--- config.mk ---
export PLATFORM = sky130hd
export DESIGN_NAME = ccs_sequencer
export DESIGN_NICKNAME = d
export VERILOG_FILES = /design/src/common/ccs_pkg.sv /design/src/hdl/ccs_branch_eval.sv /design/src/hdl/ccs_sequencer.sv
export SDC_FILE = /design/constraint.sdc
export NUM_CORES = 1
export LEC_CHECK = 0
export ABC_AREA = 1
export CAP_MARGIN = 20
export CORE_AREA = 5 5 124 126
export CTS_CLUSTER_SIZE = 20
export DETAILED_ROUTE_END_ITERATION = 7
export DIE_AREA = 0 0 129 131
export DONT_BUFFER_PORTS = 1
export GPL_TIMING_DRIVEN = 0
export PLACE_DENSITY = 0.72
export SETUP_SLACK_MARGIN = 0.05
export SLEW_MARGIN = 20
export SYNTH_ARGS = -nofsm -noshare
export SYNTH_HDL_FRONTEND = slang
export SYNTH_SLANG_ARGS = --single-unit
--- constraint.sdc ---
create_clock -name ref_clk -period 3.3 [get_ports ref_clk]
set_input_delay 0.495 -clock ref_clk [delete_from_list [all_inputs] [get_ports ref_clk]]
set_output_delay 0.495 -clock ref_clk [all_outputs]
set_load 0.01 [all_outputs]
--- src/common/ccs_pkg.sv ---
// Shared constants and types for the CPU cycle sequencer and its branch evaluator
// What this block does
// - Branch target: signed byte from next address
// - Zero branches test accumulator, no flag
// - Decrement operand, branch when result nonzero
// - Compare two bytes, branch when unequal
// - Unsigned compare sets carry when first smaller
// - Machine cycle is six states
// - Each state is two oscillator periods
// - Each state has phase one, phase two
// - Two fetches; unused byte dropped, counter held
// - Opcode in state one, second fetch state four
// - External data move: two cycles, second unfetched
// - Same sequence for internal and external code
// - External code: two read strobes per cycle
// - Data access drops two read strobes, doubled
// - Low address on port zero, high port two
// - Internal code: no strobe, no program address
// - Latch strobe twice per cycle, one dropped
`default_nettype none

package ccs_pkg;

  localparam int CCS_STATES = 6;
  localparam int CCS_PHASES = 2;
  localparam int CCS_OSC_PER_CYCLE = CCS_STATES * CCS_PHASES;

  localparam logic [15:0] CCS_PC_RESET = 16'h0000;
  localparam logic [7:0] CCS_BYTE_RESET = 8'h00;
  localparam logic [7:0] CCS_BYTE_ONE = 8'h01;
  localparam logic [15:0] CCS_PC_STEP = 16'h0001;

  // Address slots: the latch strobe in phase two of the state before the read window
  localparam int CCS_SLOT_OPCODE_ALE = 5;
  localparam int CCS_SLOT_SECOND_ALE = 2;

  typedef enum logic [2:0] {
    CCS_S1,
    CCS_S2,
    CCS_S3,
    CCS_S4,
    CCS_S5,
    CCS_S6
  } ccs_state_e;

  typedef enum logic [2:0] {
    CCS_BR_NONE,
    CCS_BR_ACC_ZERO,
    CCS_BR_ACC_NONZERO,
    CCS_BR_DEC_NONZERO,
    CCS_BR_CMP_UNEQUAL
  } ccs_branch_e;

endpackage : ccs_pkg

`default_nettype wire

--- src/hdl/ccs_branch_eval.sv ---
// Relative conditional branch evaluation for the sequencer
`default_nettype none

module ccs_branch_eval (
  // Clock and reset
  input wire logic ref_clk,
  input wire logic resetn,
  input wire logic clk_en,
  // Request
  input wire logic eval,
  input wire ccs_pkg::ccs_branch_e kind,
  input wire logic [7:0] acc_value,
  input wire logic [7:0] byte_a,
  input wire logic [7:0] byte_b,
  input wire logic [7:0] rel,
  input wire logic [15:0] next_pc,
  // Result, valid from the cycle after eval
  output logic taken,
  output logic [15:0] target,
  output logic carry_value,
  output logic carry_write,
  output logic [7:0] dec_value,
  output logic dec_write
);
  import ccs_pkg::*;

  logic [7:0] next_dec;
  logic next_taken;
  logic [15:0] rel_ext;

  assign next_dec = byte_a - CCS_BYTE_ONE;
  assign rel_ext = {{8{rel[7]}}, rel};

  always_comb begin
    next_taken = 1'b0;
    unique case (kind)
      CCS_BR_NONE: next_taken = 1'b0;
      CCS_BR_ACC_ZERO: next_taken = (acc_value == CCS_BYTE_RESET);
      CCS_BR_ACC_NONZERO: next_taken = (acc_value != CCS_BYTE_RESET);
      CCS_BR_DEC_NONZERO: next_taken = (next_dec != CCS_BYTE_RESET);
      CCS_BR_CMP_UNEQUAL: next_taken = (byte_a != byte_b);
      default: next_taken = 1'b0;
    endcase
  end

  always_ff @(posedge ref_clk) begin
    if (!resetn) begin
      taken <= 1'b0;
      target <= CCS_PC_RESET;
    end else if (clk_en) begin
      taken <= eval & next_taken;
      // Wraps modulo 64 KiB, as the program counter does
      target <= next_pc + rel_ext;
    end
  end

  always_ff @(posedge ref_clk) begin
    if (!resetn) begin
      carry_value <= 1'b0;
      carry_write <= 1'b0;
    end else if (clk_en) begin
      carry_write <= eval && (kind == CCS_BR_CMP_UNEQUAL);
      carry_value <= (byte_a < byte_b);
    end
  end

  always_ff @(posedge ref_clk) begin
    if (!resetn) begin
      dec_value <= CCS_BYTE_RESET;
      dec_write <= 1'b0;
    end else if (clk_en) begin
      dec_write <= eval && (kind == CCS_BR_DEC_NONZERO);
      dec_value <= next_dec;
    end
  end

endmodule : ccs_branch_eval

`default_nettype wire

--- src/hdl/ccs_sequencer.sv ---
// Machine-cycle sequencer: states, fetches, bus strobes and branch handling
`default_nettype none

module ccs_sequencer #(
  parameter int PC_W = 16
) (
  // Clock and reset
  input wire logic ref_clk,
  input wire logic resetn,
  input wire logic clk_en,
  // Strap pin: high selects external program memory
  input wire logic external_program,
  // On-chip program store, same clock
  output logic [15:0] code_addr,
  input wire logic [7:0] code_data,
  // Decode information for the instruction in the instruction register
  input wire logic instr_two_cycle,
  input wire logic instr_is_external_data_move,
  input wire logic need_operand,
  input wire ccs_pkg::ccs_branch_e branch_kind,
  // Datapath operands and external data transfer
  input wire logic [7:0] acc_value,
  input wire logic [7:0] byte_a,
  input wire logic [7:0] byte_b,
  input wire logic [15:0] data_addr,
  input wire logic data_write,
  input wire logic [7:0] data_wr_byte,
  output logic [7:0] data_rd_byte,
  output logic data_rd_valid,
  // Instruction state
  output logic [7:0] instr_reg,
  output logic [7:0] operand_last,
  output logic [7:0] operand_prev,
  output logic [15:0] pc,
  output ccs_pkg::ccs_state_e state,
  output logic phase2,
  output logic second_cycle,
  output logic instr_done,
  // Branch results
  output logic carry_value,
  output logic carry_write,
  output logic [7:0] dec_value,
  output logic dec_write,
  // External bus pins
  output logic address_latch_strobe,
  output logic program_store_read_strobe_n,
  output logic data_strobe_n,
  output logic data_write_n,
  output logic [7:0] low_address_data_port_o,
  output logic low_address_data_port_oe,
  input wire logic [7:0] low_address_data_port_i,
  output logic [7:0] high_address_port_o,
  output logic high_address_port_oe
);
  import ccs_pkg::*;

  // Only a 16-bit program counter is served
  if (PC_W != 16) begin : g_pc_width_check
    $error("ccs_sequencer: program counter must be 16 bits");
  end

  // Pin synchronisers: first stage feeds only the second
  logic ext_meta;
  logic ext_sync;
  logic [7:0] bus_meta;
  logic [7:0] bus_sync;

  always_ff @(posedge ref_clk) begin
    if (!resetn) begin
      ext_meta <= 1'b0;
      ext_sync <= 1'b0;
      bus_meta <= CCS_BYTE_RESET;
      bus_sync <= CCS_BYTE_RESET;
    end else if (clk_en) begin
      ext_meta <= external_program;
      ext_sync <= ext_meta;
      bus_meta <= low_address_data_port_i;
      bus_sync <= bus_meta;
    end
  end

  // State and phase counter; one ref_clk is one oscillator period
  ccs_state_e next_state;
  logic last_cycle;
  logic external_data_move_cycle2;
  logic fetch_ok;
  logic [7:0] fetch_byte;
  logic end_of_cycle;

  always_comb begin
    next_state = state;
    unique case (state)
      CCS_S1: next_state = CCS_S2;
      CCS_S2: next_state = CCS_S3;
      CCS_S3: next_state = CCS_S4;
      CCS_S4: next_state = CCS_S5;
      CCS_S5: next_state = CCS_S6;
      CCS_S6: next_state = CCS_S1;
      default: next_state = CCS_S1;
    endcase
  end

  assign end_of_cycle = phase2 && (state == CCS_S6);
  assign last_cycle = second_cycle || !instr_two_cycle;
  // Only the second cycle of an external data move skips program fetches
  assign external_data_move_cycle2 = second_cycle && instr_is_external_data_move;
  assign fetch_ok = !external_data_move_cycle2;
  // Fetched byte path differs by source, the timing does not
  assign fetch_byte = ext_sync ? bus_sync : code_data;

  always_ff @(posedge ref_clk) begin
    if (!resetn) begin
      state <= CCS_S1;
      phase2 <= 1'b0;
    end else if (clk_en) begin
      phase2 <= !phase2;
      if (phase2) begin
        state <= next_state;
      end
    end
  end

  always_ff @(posedge ref_clk) begin
    if (!resetn) begin
      second_cycle <= 1'b0;
      instr_done <= 1'b0;
    end else if (clk_en) begin
      instr_done <= end_of_cycle && last_cycle;
      if (end_of_cycle) begin
        second_cycle <= !last_cycle;
      end
    end
  end

  // Branch evaluation in S3 of the last cycle, result applied at S4 phase two
  logic br_eval;
  logic br_taken;
  logic [15:0] br_target;

  assign br_eval = last_cycle && (branch_kind != CCS_BR_NONE) && phase2 && (state == CCS_S3);

  ccs_branch_eval u_branch (
    .ref_clk(ref_clk),
    .resetn(resetn),
    .clk_en(clk_en),
    .eval(br_eval),
    .kind(branch_kind),
    .acc_value(acc_value),
    .byte_a(byte_a),
    .byte_b(byte_b),
    .rel(operand_last),
    .next_pc(pc),
    .taken(br_taken),
    .target(br_target),
    .carry_value(carry_value),
    .carry_write(carry_write),
    .dec_value(dec_value),
    .dec_write(dec_write)
  );

  // Fetch slots: opcode captured at S1 phase two, second byte at S4 phase two
  logic take_opcode;
  logic take_s1_operand;
  logic take_s4_operand;

  assign take_opcode = phase2 && (state == CCS_S1) && !second_cycle;
  assign take_s1_operand = phase2 && (state == CCS_S1) && second_cycle && fetch_ok && need_operand;
  // A fetch the instruction does not need is read and dropped
  assign take_s4_operand = phase2 && (state == CCS_S4) && fetch_ok && need_operand;

  always_ff @(posedge ref_clk) begin
    if (!resetn) begin
      instr_reg <= CCS_BYTE_RESET;
    end else if (clk_en && take_opcode) begin
      instr_reg <= fetch_byte;
    end
  end

  always_ff @(posedge ref_clk) begin
    if (!resetn) begin
      operand_last <= CCS_BYTE_RESET;
      operand_prev <= CCS_BYTE_RESET;
    end else if (clk_en && (take_s1_operand || take_s4_operand)) begin
      operand_prev <= operand_last;
      operand_last <= fetch_byte;
    end
  end

  // Program counter advances only on consumed bytes; a taken branch wins at S4 phase two
  logic br_apply;
  logic br_taken_d;

  // br_taken stands only in S4 phase one, so carry it one period into phase two
  always_ff @(posedge ref_clk) begin
    if (!resetn) begin
      br_taken_d <= 1'b0;
    end else if (clk_en) begin
      br_taken_d <= br_taken;
    end
  end

  assign br_apply = br_taken_d && phase2 && (state == CCS_S4);

  always_ff @(posedge ref_clk) begin
    if (!resetn) begin
      pc <= CCS_PC_RESET;
    end else if (clk_en) begin
      if (br_apply) begin
        pc <= br_target;
      end else if (take_opcode || take_s1_operand || take_s4_operand) begin
        pc <= pc + CCS_PC_STEP;
      end
    end
  end

  assign code_addr = pc;

  // External bus timing
  logic external_data_move_cycle1;
  logic ale_opcode;
  logic ale_second;
  logic ale_data;
  logic program_store_read_strobe_opcode;
  logic program_store_read_strobe_second;
  logic data_window;

  assign external_data_move_cycle1 = instr_is_external_data_move && !second_cycle;
  // Opcode address of the next cycle goes out at S5 phase two; replaced by the data address in a move
  assign ale_opcode = phase2 && (state == CCS_S5) && !(external_data_move_cycle1);
  assign ale_data = phase2 && (state == CCS_S5) && external_data_move_cycle1;
  // No second-fetch address in the move's second cycle: the one dropped latch pulse
  assign ale_second = phase2 && (state == CCS_S2) && fetch_ok;
  // Read windows: S6 to S1 for the opcode, S3 to S4 for the second byte
  // The move's own opcode window in S1 of its first cycle still runs; only S6 of cycle one and S1 of cycle two go
  assign program_store_read_strobe_opcode = (state == CCS_S6 && !external_data_move_cycle1) || (state == CCS_S1 && !external_data_move_cycle2);
  assign program_store_read_strobe_second = (state == CCS_S3 || state == CCS_S4) && fetch_ok;
  // Data window S6 of the first cycle through S3 of the second: four states against two
  assign data_window = (external_data_move_cycle1 && state == CCS_S6) ||
                       (external_data_move_cycle2 && (state == CCS_S1 || state == CCS_S2 || state == CCS_S3));

  always_ff @(posedge ref_clk) begin
    if (!resetn) begin
      address_latch_strobe <= 1'b0;
    end else if (clk_en) begin
      // Runs in both program modes so it can serve as a clock output
      address_latch_strobe <= ale_opcode || ale_second || ale_data;
    end
  end

  always_ff @(posedge ref_clk) begin
    if (!resetn) begin
      program_store_read_strobe_n <= 1'b1;
    end else if (clk_en) begin
      // Held inactive for on-chip code; two low pulses per cycle otherwise, one per cycle in an external data move
      program_store_read_strobe_n <= !(ext_sync && (program_store_read_strobe_opcode || program_store_read_strobe_second));
    end
  end

  always_ff @(posedge ref_clk) begin
    if (!resetn) begin
      data_strobe_n <= 1'b1;
      data_write_n <= 1'b1;
    end else if (clk_en) begin
      data_strobe_n <= !(data_window && !data_write);
      data_write_n <= !(data_window && data_write);
    end
  end

  // Port drivers: address during the latch strobe, write data in a data write
  logic drive_prog_addr;
  logic [15:0] prog_addr;

  assign drive_prog_addr = ext_sync && (ale_opcode || ale_second);
  assign prog_addr = pc;

  always_ff @(posedge ref_clk) begin
    if (!resetn) begin
      low_address_data_port_o <= CCS_BYTE_RESET;
      low_address_data_port_oe <= 1'b0;
    end else if (clk_en) begin
      if (ale_data) begin
        low_address_data_port_o <= data_addr[7:0];
        low_address_data_port_oe <= 1'b1;
      end else if (drive_prog_addr) begin
        low_address_data_port_o <= prog_addr[7:0];
        low_address_data_port_oe <= 1'b1;
      end else if (data_window && data_write) begin
        low_address_data_port_o <= data_wr_byte;
        low_address_data_port_oe <= 1'b1;
      end else begin
        // Released so the latch sees a stable byte only while the strobe is high
        low_address_data_port_oe <= 1'b0;
      end
    end
  end

  always_ff @(posedge ref_clk) begin
    if (!resetn) begin
      high_address_port_o <= CCS_BYTE_RESET;
      high_address_port_oe <= 1'b0;
    end else if (clk_en) begin
      if (ale_data) begin
        high_address_port_o <= data_addr[15:8];
        high_address_port_oe <= 1'b1;
      end else if (drive_prog_addr) begin
        high_address_port_o <= prog_addr[15:8];
        high_address_port_oe <= 1'b1;
      end else if (!ext_sync && !data_window) begin
        high_address_port_oe <= 1'b0;
      end
    end
  end

  // Read data taken at the end of the data window, after the synchroniser delay
  always_ff @(posedge ref_clk) begin
    if (!resetn) begin
      data_rd_byte <= CCS_BYTE_RESET;
      data_rd_valid <= 1'b0;
    end else if (clk_en) begin
      data_rd_valid <= external_data_move_cycle2 && !data_write && phase2 && (state == CCS_S4);
      if (external_data_move_cycle2 && !data_write && phase2 && (state == CCS_S4)) begin
        data_rd_byte <= bus_sync;
      end
    end
  end

endmodule : ccs_sequencer

`default_nettype wire

==> results by group, run 1 <==
Outcome
  • Status: finished clean

Floorplan
  • DIE AREA: 0.0169 mm^2
  • Rows: 44
  • Initial Util: 48.3%
  • Horiz. Die Dim: 129 um
  • Core Area: 0.0142 mm^2
  • # IOs: 179
  • Die Y: 131 um

Clock tree
  • CTS root buffer: clkbuf_16
  • CTS tree: yes
  • Worst-path clk slew: 0.06 ns
  • TritonCTS Buffers: 17
  • Post-CTS sizing: 0
  • Max Root-Sink Buffers: 2
  • H-tree Lvls: 4
  • Clock latency on the worst-skew pair: 0.42 ns
  • Post-CTS setup buffer count: 0
  • CTS Hold Buffers Added: 0
  • CTS sink count: 124

Job
  • Max Cap Violations: 0

Setup path
  • Kind of critical path: reg2reg
  • RR Endpoint: u_branch.target[14]
  • Critical path startpoint: code_addr[0]
  • R2r worst-path depth: 12
  • Data required time of the worst path: 3.61 ns
  • CP Capture Type: flop
  • Crit start category: flop
  • Arr. time, crit path: 2.70 ns
  • Max FO, Critical Path: 7
  • Critical-path cell list: ha_1 > inv_1 > fa_1 > inv_1 > nand3_1 > nand2_1 > a21boi_0 > or2_2 > nand3_1 > nand2_1 > nor2_1 > nor2_1
  • Slowest stage delay, CP: 0.53 ns
  • Crit-path slowest cell: dfxtp_1
  • Worst flop-to-flop path startpoint: code_addr[0]
  • R2r setup slk: 0.92 ns

Drt
  • Vias post-DR: 6644
  • Final ANT Viol Nets: 0
  • Drc violations: 0
  • Final WL: 20.4 mm
  • Initial DRC Count: 540
  • Drt pass-1 iters: 7
  • Per-cell routed wire length: 16.3 um
  • Post-DR vias/cell: 5.32

Hold path
  • Hold-critical path depth: 1
  • Worst min-delay path class: in2reg
  • HP Start: byte_a[0]
  • Hold Path End: u_branch.dec_value[0]

Timing
  • Ratio of final minimum period to clock period: 72.2%
  • Slew Limit Headroom: 48.3%
  • Final Critical Period: 2.38 ns
  • Worst Tran Pin Value: 0.776 ns
  • Pins over their slew limit: 0
  • Final setup viols: 0
  • Final hold viol count: 0
  • Hold Slack: 0.166 ns
  • Highest clock rate: 0.419 GHz
  • Unrepaired setup endpoints after global routing: no
  • Clock skew: 0.0124 ns
  • Fin Setup TNS: 0 ns

Yosys
  • Syn_nets: 1135
  • #FFs+latches synth: 124
  • Synthesized area per cell: 6.64 um^2
  • Post-synthesis cell count: 1033
  • Synth Area in Compound Gates: 16.2%
  • Post-synthesis cell area: 0.00686 mm^2
  • Mux share of post-synthesis cell area: 0%
  • Fraction of the mapped netlist area in adder cells: 5.04%
  • Simple-gate share of the synthesized area: 30.5%
  • Yosys warning count: 0
  • Largest family of logic cells by synthesized area: simple AND/OR/NAND/NOR gates
  • Synth unique cells: 41
  • Async SR Flop Fraction: 0%
  • Synth Flop Type: dfxtp_1
  • Post-synth EDFFs: 0
  • Synth Area in XOR/XNOR: 1.53%
  • Seq/Total Area, Yosys: 36.2%

Placement
  • DP HPWL: 15.4 mm
  • Gp weighted congestion: 0.923
  • IO Port Bufs: 0
  • Dpl cells: 1217
  • DP Area: 0.00709 mm^2

Global route
  • First-pass GRT wire length: 31.7 mm
  • Vias in the first global route: 6153
  • Antenna violations before repair: 0
  • Congestion Overflow GR: 0
  • Largest net degree at the start of global routing: 17
  • Total GRT Usage: 23.9%

Final layout
  • Layout cells sized above 1: 7.70%
  • # fillers: 1419
  • Nets: 1154
  • Fin area: 0.00768 mm^2
  • Area growth, synth to finish: 11.9%
  • Post-Layout Cell Count: 1249
  • Antenna Cells: 0

Power
  • Leak Pwr: 3.51 nW
  • VDD IR-drop max: 388 uV
  • Pwr/cell area: 497 mW/mm^2
[worst max-delay path by stage]
stage / endpoint / slack [ns] / depth (start not counted)
final: u_branch.target[14] / 0.92 / 12
after CTS: u_branch.target[14] / 0.90 / 12
after floorplan: u_branch.target[14] / 1.22 / 12
after detailed placement: u_branch.target[14] / 0.92 / 12
after global placement: u_branch.target[14] / 0.93 / 12
after global routing: u_branch.target[14] / 0.69 / 12
[cell families (layout without fill, tap and decap cells)]
| logic type | Yosys count | in the layout |
|---|---|---|
| AND/OR/NAND/NOR | 492 | 492 |
| buffers and inverters | 165 | 197 |
| AO/OA/AOI/OAI | 213 | 213 |
| XOR/XNOR | 12 | 12 |
| adder cells (fa/ha/maj) | 27 | 27 |
| flip-flops | 124 | 124 |
[cells in the final DEF, fill, tap and decap left out, types with 3 or more instances in the layout]
master      count
a21oi_1        88
a31oi_1         4
o211ai_1        6
nor2_1        177
buf_4          19
buf_6           3
o21ai_0       108
inv_1         101
xnor2_1         4
buf_2           5
nand4_1        10
dfxtp_1       124
inv_6           5
or2_0           8
or2_2           4
ha_1           26
nor3_1          4
nand2_1       209
inv_2           4
xor2_1          8
clkbuf_1       29
clkinvlp_4      4
clkbuf_16      17
nand3_1        66
[final cells by class]
| type | instances | area [um^2] | share of cell area, % |
|---|---|---|---|
| flip-flops and latches | 124 | 2480 | 32.3 |
| clock inverters | 14 | 159 | 2.07 |
| inverters | 108 | 408 | 5.31 |
| plain buffers | 57 | 314 | 4.09 |
| clock buffers | 18 | 429 | 5.59 |
| multi-input cells | 744 | 3650 | 47.6 |
| well taps | 184 | 230 | 3.00 |
[critical path: cells and delay by family, from the launching register on]
family / cells / cell delay [ns]
simple gates: 7 / 0.79
fa+ha+maj: 2 / 0.63
flops: 1 / 0.53
buf+inv: 2 / 0.16
compound gates: 1 / 0.16
[metrics by stage]
step                      setup WS, ns  power [W]  util [%]
final                            0.916    0.00381      54.0
after global routing             0.686    0.00396      54.0
after CTS                        0.903    0.00383      54.0
after detailed placement         0.920    0.00197      49.9
after global placement           0.931    0.00197      49.9
after floorplan                   1.22    0.00187         -
[power breakdown]
part / switching, W / leakage (nW) / internal (W)
Combinational: 0.000212 / 2.22 / 0.000108
Sequential: 0.0000700 / 1.01 / 0.00155
Clock: 0.000743 / 0.276 / 0.00113
Total: 0.00102 / 3.51 / 0.00279
[routing by layer]
metal,wire length (um),up-vias,GRT usage [%]
met2,9180,286,37.9
met5,0,-,0
met1,8600,2959,30.6
met4,306,0,6.30
met3,2260,26,9.11
li1,-,3373,-
[cells in the mapped netlist (2+ instances only)]
master / n / area share (%)
nand2_1: 209 / 11
nor2_1: 177 / 9.7
dfxtp_1: 124 / 36
o21ai_0: 108 / 7.9
inv_1: 101 / 5.5
a21oi_1: 88 / 6.4
nand3_1: 66 / 4.8
clkbuf_1: 28 / 1.5
ha_1: 26 / 4.7
buf_4: 19 / 2.1
nand4_1: 10 / 0.91
or2_0: 8 / 0.73
xor2_1: 8 / 1.0
o211ai_1: 6 / 0.66
buf_2: 5 / 0.36
a31oi_1: 4 / 0.36
inv_2: 4 / 0.22
nor3_1: 4 / 0.29
or2_2: 4 / 0.36
xnor2_1: 4 / 0.51
buf_6: 3 / 0.49
a21o_1: 2 / 0.22
buf_1: 2 / 0.11
clkinv_1: 2 / 0.11
nand2_2: 2 / 0.18
nand2_4: 2 / 0.33
nand3_2: 2 / 0.29
nor2_2: 2 / 0.18
Power figures use the tool's default switching activity.
==> inputs of run 2 (changes only) <==
- clock period: 3.3 -> 2.3 ns (I/O delays scaled with it)
==> run 2 against run 1 <==
Final cell count is 0.24% higher. Die area unchanged. Clock power up 43%. Routed wire length is 0.38% lower. Critical path depth unchanged. Non-clock buffer count is 3 higher. First-iteration DRC count shrank 6.9%. Hold slack got worse by 0.11 ns. Clock-buffer cell count unchanged. Maximum frequency is 13% higher. Global-route usage barely moved.
==> results by group, run 2 (same netlist as run 1, synthesis figures left out) <==
Placement
  • Setup slack at placement: -0.0801 ns (-1.00 ns)
  • IO Port Bufs: 0 (unchanged)
  • Gp weighted congestion: 0.923 (unchanged)
  • DP HPWL: 15.4 mm (unchanged)

Final layout
  • Antenna Cells: 0 (unchanged)
  • Commonest non-fill, non-tap cells in the layout: nand2_1 (208), nor2_1 (176), dfxtp_1 (118)
  • Area growth, synth to finish: 12.6%
  • Layout cells sized above 1: 8.71% (+1.0 points)
  • Most common cell after layout, fill and taps aside: nand2_1
  • Utilization after layout: 54.4% (+0.33 points)
  • Nets: 1157 (+0.26%)
  • # fillers: 1419 (unchanged)

Timing
  • Highest clock rate: 0.475 GHz (+13%)
  • Pins over their slew limit: 0 (unchanged)
  • Clock skew: 0.0119 ns (-0.000458 ns)
  • Slew Limit Headroom: 50.3% (+2.0 points)
  • Ratio of final minimum period to clock period: 91.5% (+19 points)
  • Unrepaired setup endpoints after global routing: yes
  • Setup ws final: 0.195 ns (-0.721 ns)
  • Hold Slack: 0.0597 ns (-0.106 ns)
  • Worst Tran Pin Value: 0.746 ns (-0.0296 ns)
  • Final hold viol count: 0 (unchanged)
  • Final setup viols: 0 (unchanged)
  • Final Critical Period: 2.10 ns (-0.279 ns)
  • Fin Setup TNS: 0 ns (unchanged)

Global route
  • Total GRT Usage: 23.9% (about the same)
  • Vias in the first global route: 6163 (+0.16%)
  • Antenna violations before repair: 0 (unchanged)
  • Congestion Overflow GR: 0 (unchanged)
  • Largest net degree at the start of global routing: 17 (unchanged)
  • First-pass GRT wire length: 31.7 mm (unchanged)

Clock tree
  • TritonCTS Buffers: 17 (unchanged)
  • CTS sink count: 124 (unchanged)
  • Clock latency on the worst-skew pair: 0.42 ns (about the same)
  • Max Root-Sink Buffers: 2 (unchanged)
  • H-tree Lvls: 4 (unchanged)
  • CTS tree: yes
  • CTS root buffer: clkbuf_16
  • Worst-path clk slew: 0.06 ns (about the same)

Power
  • VDD IR-drop max: 559 uV (+44%)
  • Leak Pwr: 3.52 nW (+0.39%)
  • Power consumption: 0.00547 W (+43%)
  • Pwr/cell area: 708 mW/mm^2 (+43%)

Drt
  • Vias post-DR: 6643 (-0.015%)
  • Per-cell routed wire length: 16.2 um (-0.62%)
  • Initial DRC Count: 503 (-6.9%)
  • Final ANT Viol Nets: 0 (unchanged)
  • Final WL: 20.3 mm (-0.38%)
  • Drc violations: 0 (unchanged)
  • Post-DR vias/cell: 5.31 (-0.25%)
  • Drt pass-1 iters: 5 (-2)

Floorplan
  • Core Area: 0.0142 mm^2 (unchanged)
  • Horiz. Die Dim: 129 um (unchanged)
  • DIE AREA: 0.0169 mm^2 (unchanged)
  • Rows: 44 (unchanged)
  • # IOs: 179 (unchanged)
  • Die Y: 131 um (unchanged)
  • Initial Util: 48.3% (unchanged)

Setup path
  • Arr. time, crit path: 2.41 ns (-0.29 ns)
  • Max FO, Critical Path: 4 (-3)
  • Critical-path cell list: ha_1 > inv_1 > fa_1 > inv_2 > nand3_1 > nand2_2 > a21boi_1 > or2_2 > nand3_1 > nand2_1 > nor2_1 > nor2_1
  • CP Capture Type: flop
  • Crit start category: flop
  • Slowest stage delay, CP: 0.42 ns (-0.11 ns)
  • Crit-path slowest cell: fa_1
  • Data required time of the worst path: 2.61 ns (-1.00 ns)
  • Kind of critical path: reg2reg

Job
  • Max Cap Violations: 0 (unchanged)

Outcome
  • Status: finished clean

Hold path
  • Worst min-delay path class: in2reg
run 2: cell count changes in the layout (fill, tap and decap cells not counted), moves of 2 or more:
cell     previous run  this run
dfxtp_1           124       118
dfxtp_4             0         2
buf_4              19        21
dfxtp_2             0         4
run 2: what timing repair did:
action                                  4_1_cts  5_1_grt
endpoints found under the setup margin        5       18
gates cloned                                  0        0
buffers inserted                              2        0
hold buffers                                  0        1
hold endpoints to repair                      0        1
gates resized for setup                       3       10
pin swaps                                     1        1
run 2: power breakdown:
part | switching [W] | internal (W) | total (W)
clock | 0.00106 | 0.00162 | 0.00268
sequential | 0.000100 | 0.00223 | 0.00233
combinational | 0.000304 | 0.000157 | 0.000461
total | 0.00147 | 0.00400 | 0.00547
run 2: cell type report:
cell class | instances | area [um^2] | share of cell area, %
buffer | 57 | 314 | 4.07
sequential | 124 | 2490 | 32.3
timing repair buffer | 3 | 25.0 | 0.324
clock inverter | 14 | 159 | 2.06
multi-input combinational | 744 | 3660 | 47.4
tap | 184 | 230 | 2.98
inverter | 108 | 408 | 5.28
clock buffer | 18 | 429 | 5.56
run 2: worst max-delay path, delay by kind of cell (launching register included):
kind | cells | cell delay, ns
buffers and inverters | 2 | 0.14
adder cells (fa/ha/maj) | 2 | 0.60
flip-flops | 1 | 0.39
AO/OA/AOI/OAI | 1 | 0.10
AND/OR/NAND/NOR | 7 | 0.75
run 2: worst paths after layout:
| path | cells after the start | endpoint | from | slack (ns) |
|---|---|---|---|---|
| max reg2reg | 12 | u_branch.target[14] | operand_last[0] | 0.20 |
| min | 2 | bus_meta[4] | low_address_data_port_i[4] | 0.06 |
| min reg2reg | 2 | bus_sync[5] | bus_meta[5] | 0.47 |
| max | 12 | u_branch.target[14] | operand_last[0] | 0.20 |
run 2: metal layers:
| metal | wire length, um | global-route usage [%] |
|---|---|---|
| met4 | 306 | 6.30 |
| met5 | 0 | 0 |
| met2 | 9100 | 37.9 |
| met3 | 2380 | 9.23 |
| met1 | 8490 | 30.5 |
run 2: per-stage QoR:
step	cell area [um^2]	instances
after CTS	7690	1251
after global routing	7720	1252
after floorplan	6860	1033
final	7720	1252
after global placement	7090	1217
after detailed placement	7090	1217
